[config.mk]
export PLATFORM = sky130hd
export DESIGN_NAME = io_port_ctrl
export DESIGN_NICKNAME = d
export VERILOG_FILES = /design/src/io_port_pkg.sv /design/src/port_irq_unit.sv /design/src/io_port_ctrl.sv
export VERILOG_INCLUDE_DIRS = /design/src
export SDC_FILE = /design/constraint.sdc
export NUM_CORES = 1
export LEC_CHECK = 0
export BUFFER_PORTS_ARGS = -buffer_cell sky130_fd_sc_hd__buf_2
export CAP_MARGIN = 30
export CORE_MARGIN = 3
export CORE_UTILIZATION = 56
export DETAILED_ROUTE_END_ITERATION = 10
export PLACE_DENSITY = 0.8
export SLEW_MARGIN = 20
export SYNTH_ARGS = -nofsm -noshare
export SYNTH_HDL_FRONTEND = slang
export SYNTH_SLANG_ARGS = --single-unit
[constraint.sdc]
create_clock -name clk -period 2.2 [get_ports clk]
set_input_delay 0.33 -clock clk [delete_from_list [all_inputs] [get_ports clk]]
set_output_delay 0.33 -clock clk [all_outputs]
set_load 0.005 [all_outputs]
[src/io_port_map.svh]
// io port constants: sizes, pin groups, reset values
`ifndef IO_PORT_MAP_SVH
`define IO_PORT_MAP_SVH

// ----------------------------------------------------------------------
// port geometry
// ----------------------------------------------------------------------
`define PORT_PINS      8
`define PAIR_COUNT     2
`define SPECIAL_BASE   4
`define SPECIAL_MASK   8'hF0

// ----------------------------------------------------------------------
// reset values
// ----------------------------------------------------------------------
`define RST_CFG_INIT   2'h0
`define PIN_BITS_INIT  8'h00
`define PHASE_INIT     2'h0

`endif

[src/io_port_pkg.sv]
// types of the io port controller
`include "io_port_map.svh"

package io_port_pkg;

    // ------------------------------------------------------------------
    // enumerations
    // ------------------------------------------------------------------
    typedef enum logic [2:0] {
        DM_HIZ_ANALOG  = 3'b000,
        DM_HIZ_DIGITAL = 3'b001,
        DM_RES_UP      = 3'b010,
        DM_RES_DOWN    = 3'b011,
        DM_OD_LOW      = 3'b100,
        DM_OD_HIGH     = 3'b101,
        DM_STRONG      = 3'b110,
        DM_RES_BOTH    = 3'b111
    } drive_mode_t;

    typedef enum logic [1:0] {
        RST_HIZ       = 2'b00,
        RST_PULL_DOWN = 2'b01,
        RST_PULL_UP   = 2'b10
    } rst_cfg_t;

    typedef enum logic [1:0] {
        CONN_NONE   = 2'b00,
        CONN_GLOBAL = 2'b01,
        CONN_MUX    = 2'b10
    } conn_t;

    typedef enum logic [1:0] {
        THR_HALF_SUPPLY = 2'b00,
        THR_FORTY_SUPPLY = 2'b01,
        THR_HALF_REF    = 2'b10,
        THR_FULL_REF    = 2'b11
    } thr_t;

    typedef enum logic [1:0] {
        EDGE_NONE = 2'b00,
        EDGE_RISE = 2'b01,
        EDGE_FALL = 2'b10,
        EDGE_BOTH = 2'b11
    } edge_t;

    typedef enum logic [1:0] {
        PH_LOAD  = 2'b00,
        PH_RUN   = 2'b01,
        PH_SLEEP = 2'b10
    } phase_t;

    // ------------------------------------------------------------------
    // carriers
    // ------------------------------------------------------------------
    typedef struct packed {
        drive_mode_t mode;
        logic        data;
        logic        in_dis;
        conn_t       conn;
        logic [2:0]  bus_idx;
        logic        reg_out;
        edge_t       irq_edge;
    } pin_cfg_t;

    typedef struct packed {
        thr_t thr;
        logic diff_en;
        logic cmp_en;
        logic hyst_en;
    } pair_cfg_t;

    typedef struct packed {
        logic       strong_hi;
        logic       strong_lo;
        logic       res_hi;
        logic       res_lo;
        logic       in_en;
        logic       reg_lvl;
        conn_t      conn;
        logic [2:0] bus_idx;
    } pad_ctl_t;

    typedef struct packed {
        logic use_diff;
        logic use_analog;
        thr_t thr;
        logic hyst_en;
    } ref_ctl_t;

    typedef edge_t [`PORT_PINS-1:0] edge_vec_t;

    // ------------------------------------------------------------------
    // module state
    // ------------------------------------------------------------------
    typedef struct packed {
        phase_t                          phase;
        rst_cfg_t                        rst_cfg;
        logic [`PORT_PINS-1:0]           cfg_set;
        pin_cfg_t [`PORT_PINS-1:0]       cfg;
        pair_cfg_t [`PAIR_COUNT-1:0]     pair;
        logic [`PORT_PINS-1:0]           sync1;
        logic [`PORT_PINS-1:0]           sync2;
        pad_ctl_t [`PORT_PINS-1:0]       pad;
        logic [`PORT_PINS-1:0]           din;
        ref_ctl_t [`PAIR_COUNT-1:0]      refc;
        logic [`PORT_PINS-1:0]           reject;
    } ctrl_state_t;

    typedef struct packed {
        logic                  primed;
        logic [`PORT_PINS-1:0] prev;
        logic [`PORT_PINS-1:0] status;
    } irq_state_t;

endpackage

[src/port_irq_unit.sv]
// pin interrupt unit: per-pin edge detect into sticky status bits
`timescale 1ns/10ps
`include "io_port_map.svh"

module port_irq_unit (
    // clock, reset, enable
    input  wire logic                  clk,
    input  wire logic                  rst,
    input  wire logic                  ce,
    // sampled pin levels and edge selection
    input  wire logic [`PORT_PINS-1:0] level,
    input  io_port_pkg::edge_vec_t     edge_sel,
    // status clear and results
    input  wire logic [`PORT_PINS-1:0] clr,
    output logic [`PORT_PINS-1:0]      status,
    output logic                       any
);
    import io_port_pkg::*;

    irq_state_t s_q;
    irq_state_t s_d;

    // ------------------------------------------------------------------
    // edge detection
    // ------------------------------------------------------------------
    // ungated: runs in every power phase
    always_comb begin
        logic [`PORT_PINS-1:0] hit;
        hit = `PIN_BITS_INIT;
        s_d = s_q;
        s_d.primed = 1'b1;
        s_d.prev = level;
        for (int i = 0; i < `PORT_PINS; i++) begin
            case (edge_sel[i])
                EDGE_RISE: hit[i] = level[i] & ~s_q.prev[i];
                EDGE_FALL: hit[i] = ~level[i] & s_q.prev[i];
                EDGE_BOTH: hit[i] = level[i] ^ s_q.prev[i];
                default:   hit[i] = 1'b0;
            endcase
        end
        // no history after reset, so no edge yet
        if (!s_q.primed) begin
            hit = `PIN_BITS_INIT;
        end
        // an event in the clearing cycle wins
        s_d.status = (s_q.status & ~clr) | hit;
    end

    // ------------------------------------------------------------------
    // state register
    // ------------------------------------------------------------------
    always_ff @(posedge clk) begin
        if (rst) begin
            s_q <= '0;
        end else if (ce) begin
            s_q <= s_d;
        end
    end

    assign status = s_q.status;
    assign any    = |s_q.status;

endmodule

[src/io_port_ctrl.sv]
// io port controller: reset state, drive decode, special pin options
`timescale 1ns/10ps
`include "io_port_map.svh"

module io_port_ctrl (
    // clock, reset, enable
    input  wire logic                                  clk,
    input  wire logic                                  rst,
    input  wire logic                                  ce,

    // nonvolatile reset setting and its rewrite
    input  io_port_pkg::rst_cfg_t                      nv_rst_cfg,
    input  wire logic                                  rst_cfg_wr,
    input  io_port_pkg::rst_cfg_t                      rst_cfg_wdata,

    // pin configuration writes
    input  wire logic [`PORT_PINS-1:0]                 cfg_wr,
    input  io_port_pkg::pin_cfg_t                      cfg_wdata,

    // pair configuration writes
    input  wire logic [`PAIR_COUNT-1:0]                pair_wr,
    input  io_port_pkg::pair_cfg_t                     pair_wdata,

    // power state
    input  wire logic                                  low_power,

    // pin interrupts
    input  wire logic [`PORT_PINS-1:0]                 irq_clr,
    output logic [`PORT_PINS-1:0]                      irq_status,
    output logic                                       irq_req,
    output logic                                       wake_req,

    // pad side
    input  wire logic [`PORT_PINS-1:0]                 pin_in,
    output io_port_pkg::pad_ctl_t [`PORT_PINS-1:0]     pad_ctl,
    output io_port_pkg::ref_ctl_t [`PAIR_COUNT-1:0]    ref_ctl,
    output logic [`PORT_PINS-1:0]                      pin_data,

    // status
    output logic [`PORT_PINS-1:0]                      cfg_reject,
    output io_port_pkg::rst_cfg_t                      rst_cfg,
    output io_port_pkg::phase_t                        phase
);
    import io_port_pkg::*;

    localparam logic [`PORT_PINS-1:0] SPECIAL = `SPECIAL_MASK;

    ctrl_state_t s_q;
    ctrl_state_t s_d;
    edge_vec_t   edge_sel;
    logic        irq_any;

    // ------------------------------------------------------------------
    // helpers
    // ------------------------------------------------------------------

    // resistive modes, barred on a regulated level
    function automatic logic is_resistive(input drive_mode_t m);
        logic r;

        r = (m == DM_RES_UP) || (m == DM_RES_DOWN) || (m == DM_RES_BOTH);
        return r;
    endfunction

    // drive mode and data bit to pad legs
    function automatic pad_ctl_t decode_pad(input pin_cfg_t c,
                                            input logic     special);
        pad_ctl_t p;
        p = '0;

        case (c.mode)
            DM_HIZ_ANALOG: begin
                p.in_en = 1'b0;
            end

            DM_HIZ_DIGITAL: begin
                p.in_en = 1'b1;
            end

            DM_RES_UP: begin
                p.res_hi    = c.data;
                p.strong_lo = ~c.data;
            end

            DM_RES_DOWN: begin
                p.strong_hi = c.data;
                p.res_lo    = ~c.data;
            end

            DM_OD_LOW: begin
                p.strong_lo = ~c.data;
            end

            DM_OD_HIGH: begin
                p.strong_hi = c.data;
            end

            DM_STRONG: begin
                p.strong_hi = c.data;
                p.strong_lo = ~c.data;
            end

            DM_RES_BOTH: begin
                p.res_hi = c.data;
                p.res_lo = ~c.data;
            end

            default: begin
                p = '0;
            end
        endcase

        // input buffer can be switched off in any mode but analog
        if (c.mode != DM_HIZ_ANALOG) begin
            p.in_en = ~c.in_dis;
        end

        // regulated level exists only on special pins
        p.reg_lvl = special & c.reg_out;

        // analog buses reach general pins only, one bus at a time
        if (!special && (c.conn == CONN_GLOBAL || c.conn == CONN_MUX)) begin
            p.conn    = c.conn;
            p.bus_idx = c.bus_idx;
        end else begin
            p.conn    = CONN_NONE;
            p.bus_idx = 3'h0;
        end
        return p;
    endfunction

    // reset pad state of pins never written
    function automatic pad_ctl_t reset_pad(input rst_cfg_t r);
        pad_ctl_t p;
        p = '0;

        case (r)
            RST_PULL_UP: begin
                p.res_hi = 1'b1;
                p.in_en  = 1'b1;
            end

            RST_PULL_DOWN: begin
                p.res_lo = 1'b1;
                p.in_en  = 1'b1;
            end

            default: begin
                p = '0;
            end
        endcase
        return p;
    endfunction

    // ------------------------------------------------------------------
    // next state
    // ------------------------------------------------------------------
    always_comb begin
        pin_cfg_t c;
        c   = '0;
        s_d = s_q;

        // two-flop pad synchroniser
        s_d.sync1 = pin_in;
        s_d.sync2 = s_q.sync1;

        // phase sequence and software writes
        case (s_q.phase)
            PH_LOAD: begin
                s_d.rst_cfg = nv_rst_cfg;
                s_d.phase   = PH_RUN;
            end

            PH_RUN: begin
                if (low_power) begin
                    s_d.phase = PH_SLEEP;
                end else begin
                    if (rst_cfg_wr) begin
                        s_d.rst_cfg = rst_cfg_wdata;
                    end
                    for (int i = 0; i < `PORT_PINS; i++) begin
                        if (cfg_wr[i]) begin
                            s_d.cfg[i]     = cfg_wdata;
                            s_d.cfg_set[i] = 1'b1;
                        end
                    end
                    for (int k = 0; k < `PAIR_COUNT; k++) begin
                        if (pair_wr[k]) begin
                            s_d.pair[k] = pair_wdata;
                        end
                    end
                end
            end

            PH_SLEEP: begin
                // writes are dropped here so nothing can move a pin
                if (!low_power) begin
                    s_d.phase = PH_RUN;
                end
            end

            default: begin
                s_d.phase = PH_LOAD;
            end
        endcase

        // pads follow the config only while running
        if (s_q.phase == PH_RUN && !low_power) begin
            for (int i = 0; i < `PORT_PINS; i++) begin
                c = s_q.cfg[i];
                s_d.reject[i] = 1'b0;
                if (SPECIAL[i] && c.reg_out && is_resistive(c.mode)) begin
                    c.mode        = DM_HIZ_DIGITAL;
                    s_d.reject[i] = 1'b1;
                end
                if (!SPECIAL[i] && c.conn != CONN_NONE &&
                    c.conn != CONN_GLOBAL && c.conn != CONN_MUX) begin
                    s_d.reject[i] = 1'b1;
                end
                if (s_q.cfg_set[i]) begin
                    s_d.pad[i] = decode_pad(c, SPECIAL[i]);
                end else begin
                    s_d.pad[i] = reset_pad(s_q.rst_cfg);
                end
            end

            // shared reference generator, one per pair
            for (int k = 0; k < `PAIR_COUNT; k++) begin
                s_d.refc[k].use_diff   = s_q.pair[k].diff_en |
                                         s_q.pair[k].cmp_en;
                s_d.refc[k].use_analog = s_q.pair[k].cmp_en;
                s_d.refc[k].thr        = s_q.pair[k].thr;
                s_d.refc[k].hyst_en    = s_q.pair[k].hyst_en;
            end
        end

        // inputs sampled in every phase for wake
        for (int i = 0; i < `PORT_PINS; i++) begin
            s_d.din[i] = s_q.sync2[i] & s_q.pad[i].in_en;
        end
    end

    // ------------------------------------------------------------------
    // state register
    // ------------------------------------------------------------------
    // all-zero pads are hi-z analog for the whole reset
    always_ff @(posedge clk) begin
        if (rst) begin
            s_q         <= '0;
            s_q.phase   <= phase_t'(`PHASE_INIT);
            s_q.rst_cfg <= rst_cfg_t'(`RST_CFG_INIT);
        end else if (ce) begin
            s_q <= s_d;
        end
    end

    // ------------------------------------------------------------------
    // pin interrupts
    // ------------------------------------------------------------------
    // unwritten pins select no edge
    always_comb begin
        for (int i = 0; i < `PORT_PINS; i++) begin
            edge_sel[i] = s_q.cfg_set[i] ? s_q.cfg[i].irq_edge : EDGE_NONE;
        end
    end

    port_irq_unit u_irq (
        .clk      (clk),
        .rst      (rst),
        .ce       (ce),
        .level    (s_q.din),
        .edge_sel (edge_sel),
        .clr      (irq_clr),
        .status   (irq_status),
        .any      (irq_any)
    );

    // ------------------------------------------------------------------
    // outputs
    // ------------------------------------------------------------------
    assign irq_req    = irq_any;
    assign wake_req   = irq_any && (s_q.phase == PH_SLEEP);
    assign pad_ctl    = s_q.pad;
    assign ref_ctl    = s_q.refc;
    assign pin_data   = s_q.din;
    assign cfg_reject = s_q.reject;
    assign rst_cfg    = s_q.rst_cfg;
    assign phase      = s_q.phase;

endmodule

==> out/metrics.yaml <==
logic_synthesis:
  syn_area_per_cell_um2: 7.96
  ys_ff_latch: 225
  ys_warn_count: 0
  synth_area_um2: 10400
  synth_cells: 1308
  synth_edf_count: 0
  synth_area_leader_cell: "dfxtp_1"
  synth_top_area_frac: 0.432
  yosysUniqueCellTypes: 31
  synth_area_leaders: "dfxtp_1 43%, buf_4 9.7%, a21oi_1 9.1%"
  ys_seq_area_frac: 0.432
  synthArstFlopShare: 0
  synth_ff_type: "dfxtp_1"
pwr:
  cellLeakagePower_uw: 0.00422
  p_sw_frac: 0.226
  power_frac_comb: 0.060
  p_int_uw: 6620
  pwr-share-seq: 0.494
  p_per_area_nw_per_um2: 770
  p_clk_frac: 0.446
  power.switching_uw: 1930
  peakVddDrop_v: 0.000669
clock_tree:
  cts_tree: "yes"
  post_cts_resize_count: 0
  cts_inserted_buffers: 23
  root_buffer: "clkbuf_16"
  path_clk_slew_ps: 60
  clk_path_buf_depth: 3
  clock_sinks: 225
  htreeDepth: 1
  post_cts_buffers: 0
  cts_hold_buf: 0
  clock_latency_ps: 500
floorplanning:
  die_height_um: 142
  dieArea_um2: 20300
  coreArea_um2: 18100
  start_util: 0.576
  rows: 49
  dieWidth_um: 142
  io_pins: 181
grt:
  grt_max_degree: 68
  grt_first_pass_wirelength_mm: 38.2
  grt-ovfl-total: 0
  antenna_found_initial: 0
  grt.total_usage: 0.225
  grt_pass1_vias: 7564
setup_path:
  setup.worst_path.class: "reg -> reg"
  crit_fanout: 67
  startpoint_type: "register"
  cp_data_arrival_time_ps: 2440
  r2r_cells: 5
  r2r_end: "s_q[180]"
  reg2reg_slack_ps: 180
  cp-startpoint: "phase[0]"
  r2r-start: "phase[0]"
  crit_path_end_kind: "register"
  crit_end: "s_q[180]"
  critPathRequiredTime_ps: 2620
cells_and_area:
  finalNetCount: 1380
  final_util: 0.614
  drive_above_1_share: 0.155
  mostFrequentLayoutCell: "nand2_1"
  area_growth_pct: 6.57
  fill_cells: 1573
  layout_common_cells: "242 x nand2_1, 225 x dfxtp_1, 190 x a21oi_1, 155 x buf_2, 86 x nor2_1"
  antenna_cells_inserted: 0
placed_design:
  gp_congestion: 0.847
  port_buffers: 156
  place_hpwl_mm: 16.4
timing:
  drv_slew: 0
  period_share: 0.917
  tightestPinTransition_ps: 652
  fmax_ghz: 0.496
  skew_ps: 5.62
  hold_violations: 0
  relSlewSlack: 0.565
  finalSetupViolCount: 0
  rsz0062_at_grt: "false"
  fin_crit_ps: 2020
  setup_tns_ps: 0
detailed_routing:
  drcViolationCount: 0
  wl_per_cell_um: 15.5
  vias: 8443
  vias_per_cell: 5.48
  routed_wl_mm: 23.8
  drt_iter0_drc: 699
  drt_pass1_iterations: 5
  ant_nets: 0
flow_run:
  maxCapViolCount: 0
run_status:
  outcome: "completed"
worst_hold_path:
  hp-class: "in -> reg"
[power by group through the flow]
stage / registers, uW / logic [uW] / clock network [uW]
6_report: 4220 / 511 / 3820
4_1_cts: 4220 / 509 / 3870
3_5_place_dp: 4310 / 506 / 0
5_1_grt: 4230 / 569 / 4050
3_3_place_gp: 4310 / 500 / 0
2_1_floorplan: 4270 / 421 / 0
[worst min path at each step]
| stage | from | endpoint | slack (ps) | depth (start not counted) |
|---|---|---|---|---|
| after global placement | pad_ctl[2] | pad_ctl[2] | 430 | 2 |
| after floorplan | u_irq.s_q[16] | u_irq.s_q[16] | 430 | 2 |
| after detailed placement | pad_ctl[0] | pad_ctl[0] | 440 | 2 |
| after global routing | pin_in[7] | s_d[121] | 60 | 3 |
| after CTS | pin_in[5] | s_d[119] | 60 | 3 |
| final | pin_in[5] | s_d[119] | 70 | 3 |
[flip-flops by register name, summed over array words and instances (netlist names)]
name and cells:
s_q 106, cfg_reject 8, pin_data 8, ref_ctl 10, phase 2, u_irq.status 8, u_irq.s_q 9, pad_ctl 64
rst_cfg 2, s_d 8
[critical path: stages (launching register included)]
cell	delay, ps
dfxtp_1	530
and4bb_4	330
buf_12	270
and2_1	500
nand2_1	100
a21oi_1	160
[metrics by stage]
| step | instance area, um^2 | std cells | setup slack (ps) | hold WS (ps) | total power (uW) |
|---|---|---|---|---|---|
| after floorplan | 10500 | 1331 | 632 | 427 | 4690 |
| after global placement | 10400 | 1501 | 308 | 435 | 4810 |
| after detailed placement | 10400 | 1501 | 225 | 440 | 4820 |
| after CTS | 11100 | 1541 | 213 | 56.5 | 8600 |
| after global routing | 11100 | 1541 | 58.7 | 61.4 | 8850 |
| final | 11100 | 1541 | 183 | 65.5 | 8550 |
[Yosys cell counts, drive strengths merged, types with 2 or more instances]
master	number
or4b	4
nor2	86
nor2b	8
inv	32
buf	161
nand4b	9
o2111ai	16
mux2i	28
nand2b	26
a311oi	17
o21ai	19
nand2	242
ha	30
nand4	12
a21oi	190
xnor2	12
nor4	2
nand3	76
o211ai	4
dfxtp	225
a31oi	8
nor3	21
and2	9
clkbuf	66
[cells by family (layout without fill, tap and decap cells)]
kind of cell | after synthesis | count (layout) | share of synthesized area
and+or+nand+nor | 497 | 497 | 0.212
adders and majority gates | 30 | 30 | 0.0360
buffers and inverters | 259 | 240 | 0.145
DFF | 225 | 225 | 0.432
xor gates and xnor gates | 12 | 12 | 0.0101
muxes | 28 | 28 | 0.0269
AOI/OAI and AO/OA | 256 | 256 | 0.137
other | 1 | 24 | 0.000360
[per-layer routing]
metal	global-route usage	wire length, um
met1	0.324	10800
met2	0.350	10700
met3	0.0427	1800
met4	0.0570	454
met5	0	0
[layout make-up]
type | instances | area [um^2] | area share
Clock buffer | 34 | 657 | 0.0592
Clock inverter | 6 | 80.1 | 0.00721
Inverter | 32 | 120 | 0.0108
Multi-Input combinational cell | 847 | 4500 | 0.405
Sequential cell | 225 | 4500 | 0.406
Tap cell | 229 | 287 | 0.0258
Timing Repair Buffer | 168 | 952 | 0.0858
Note: power is estimated with default switching activity, not from simulation.
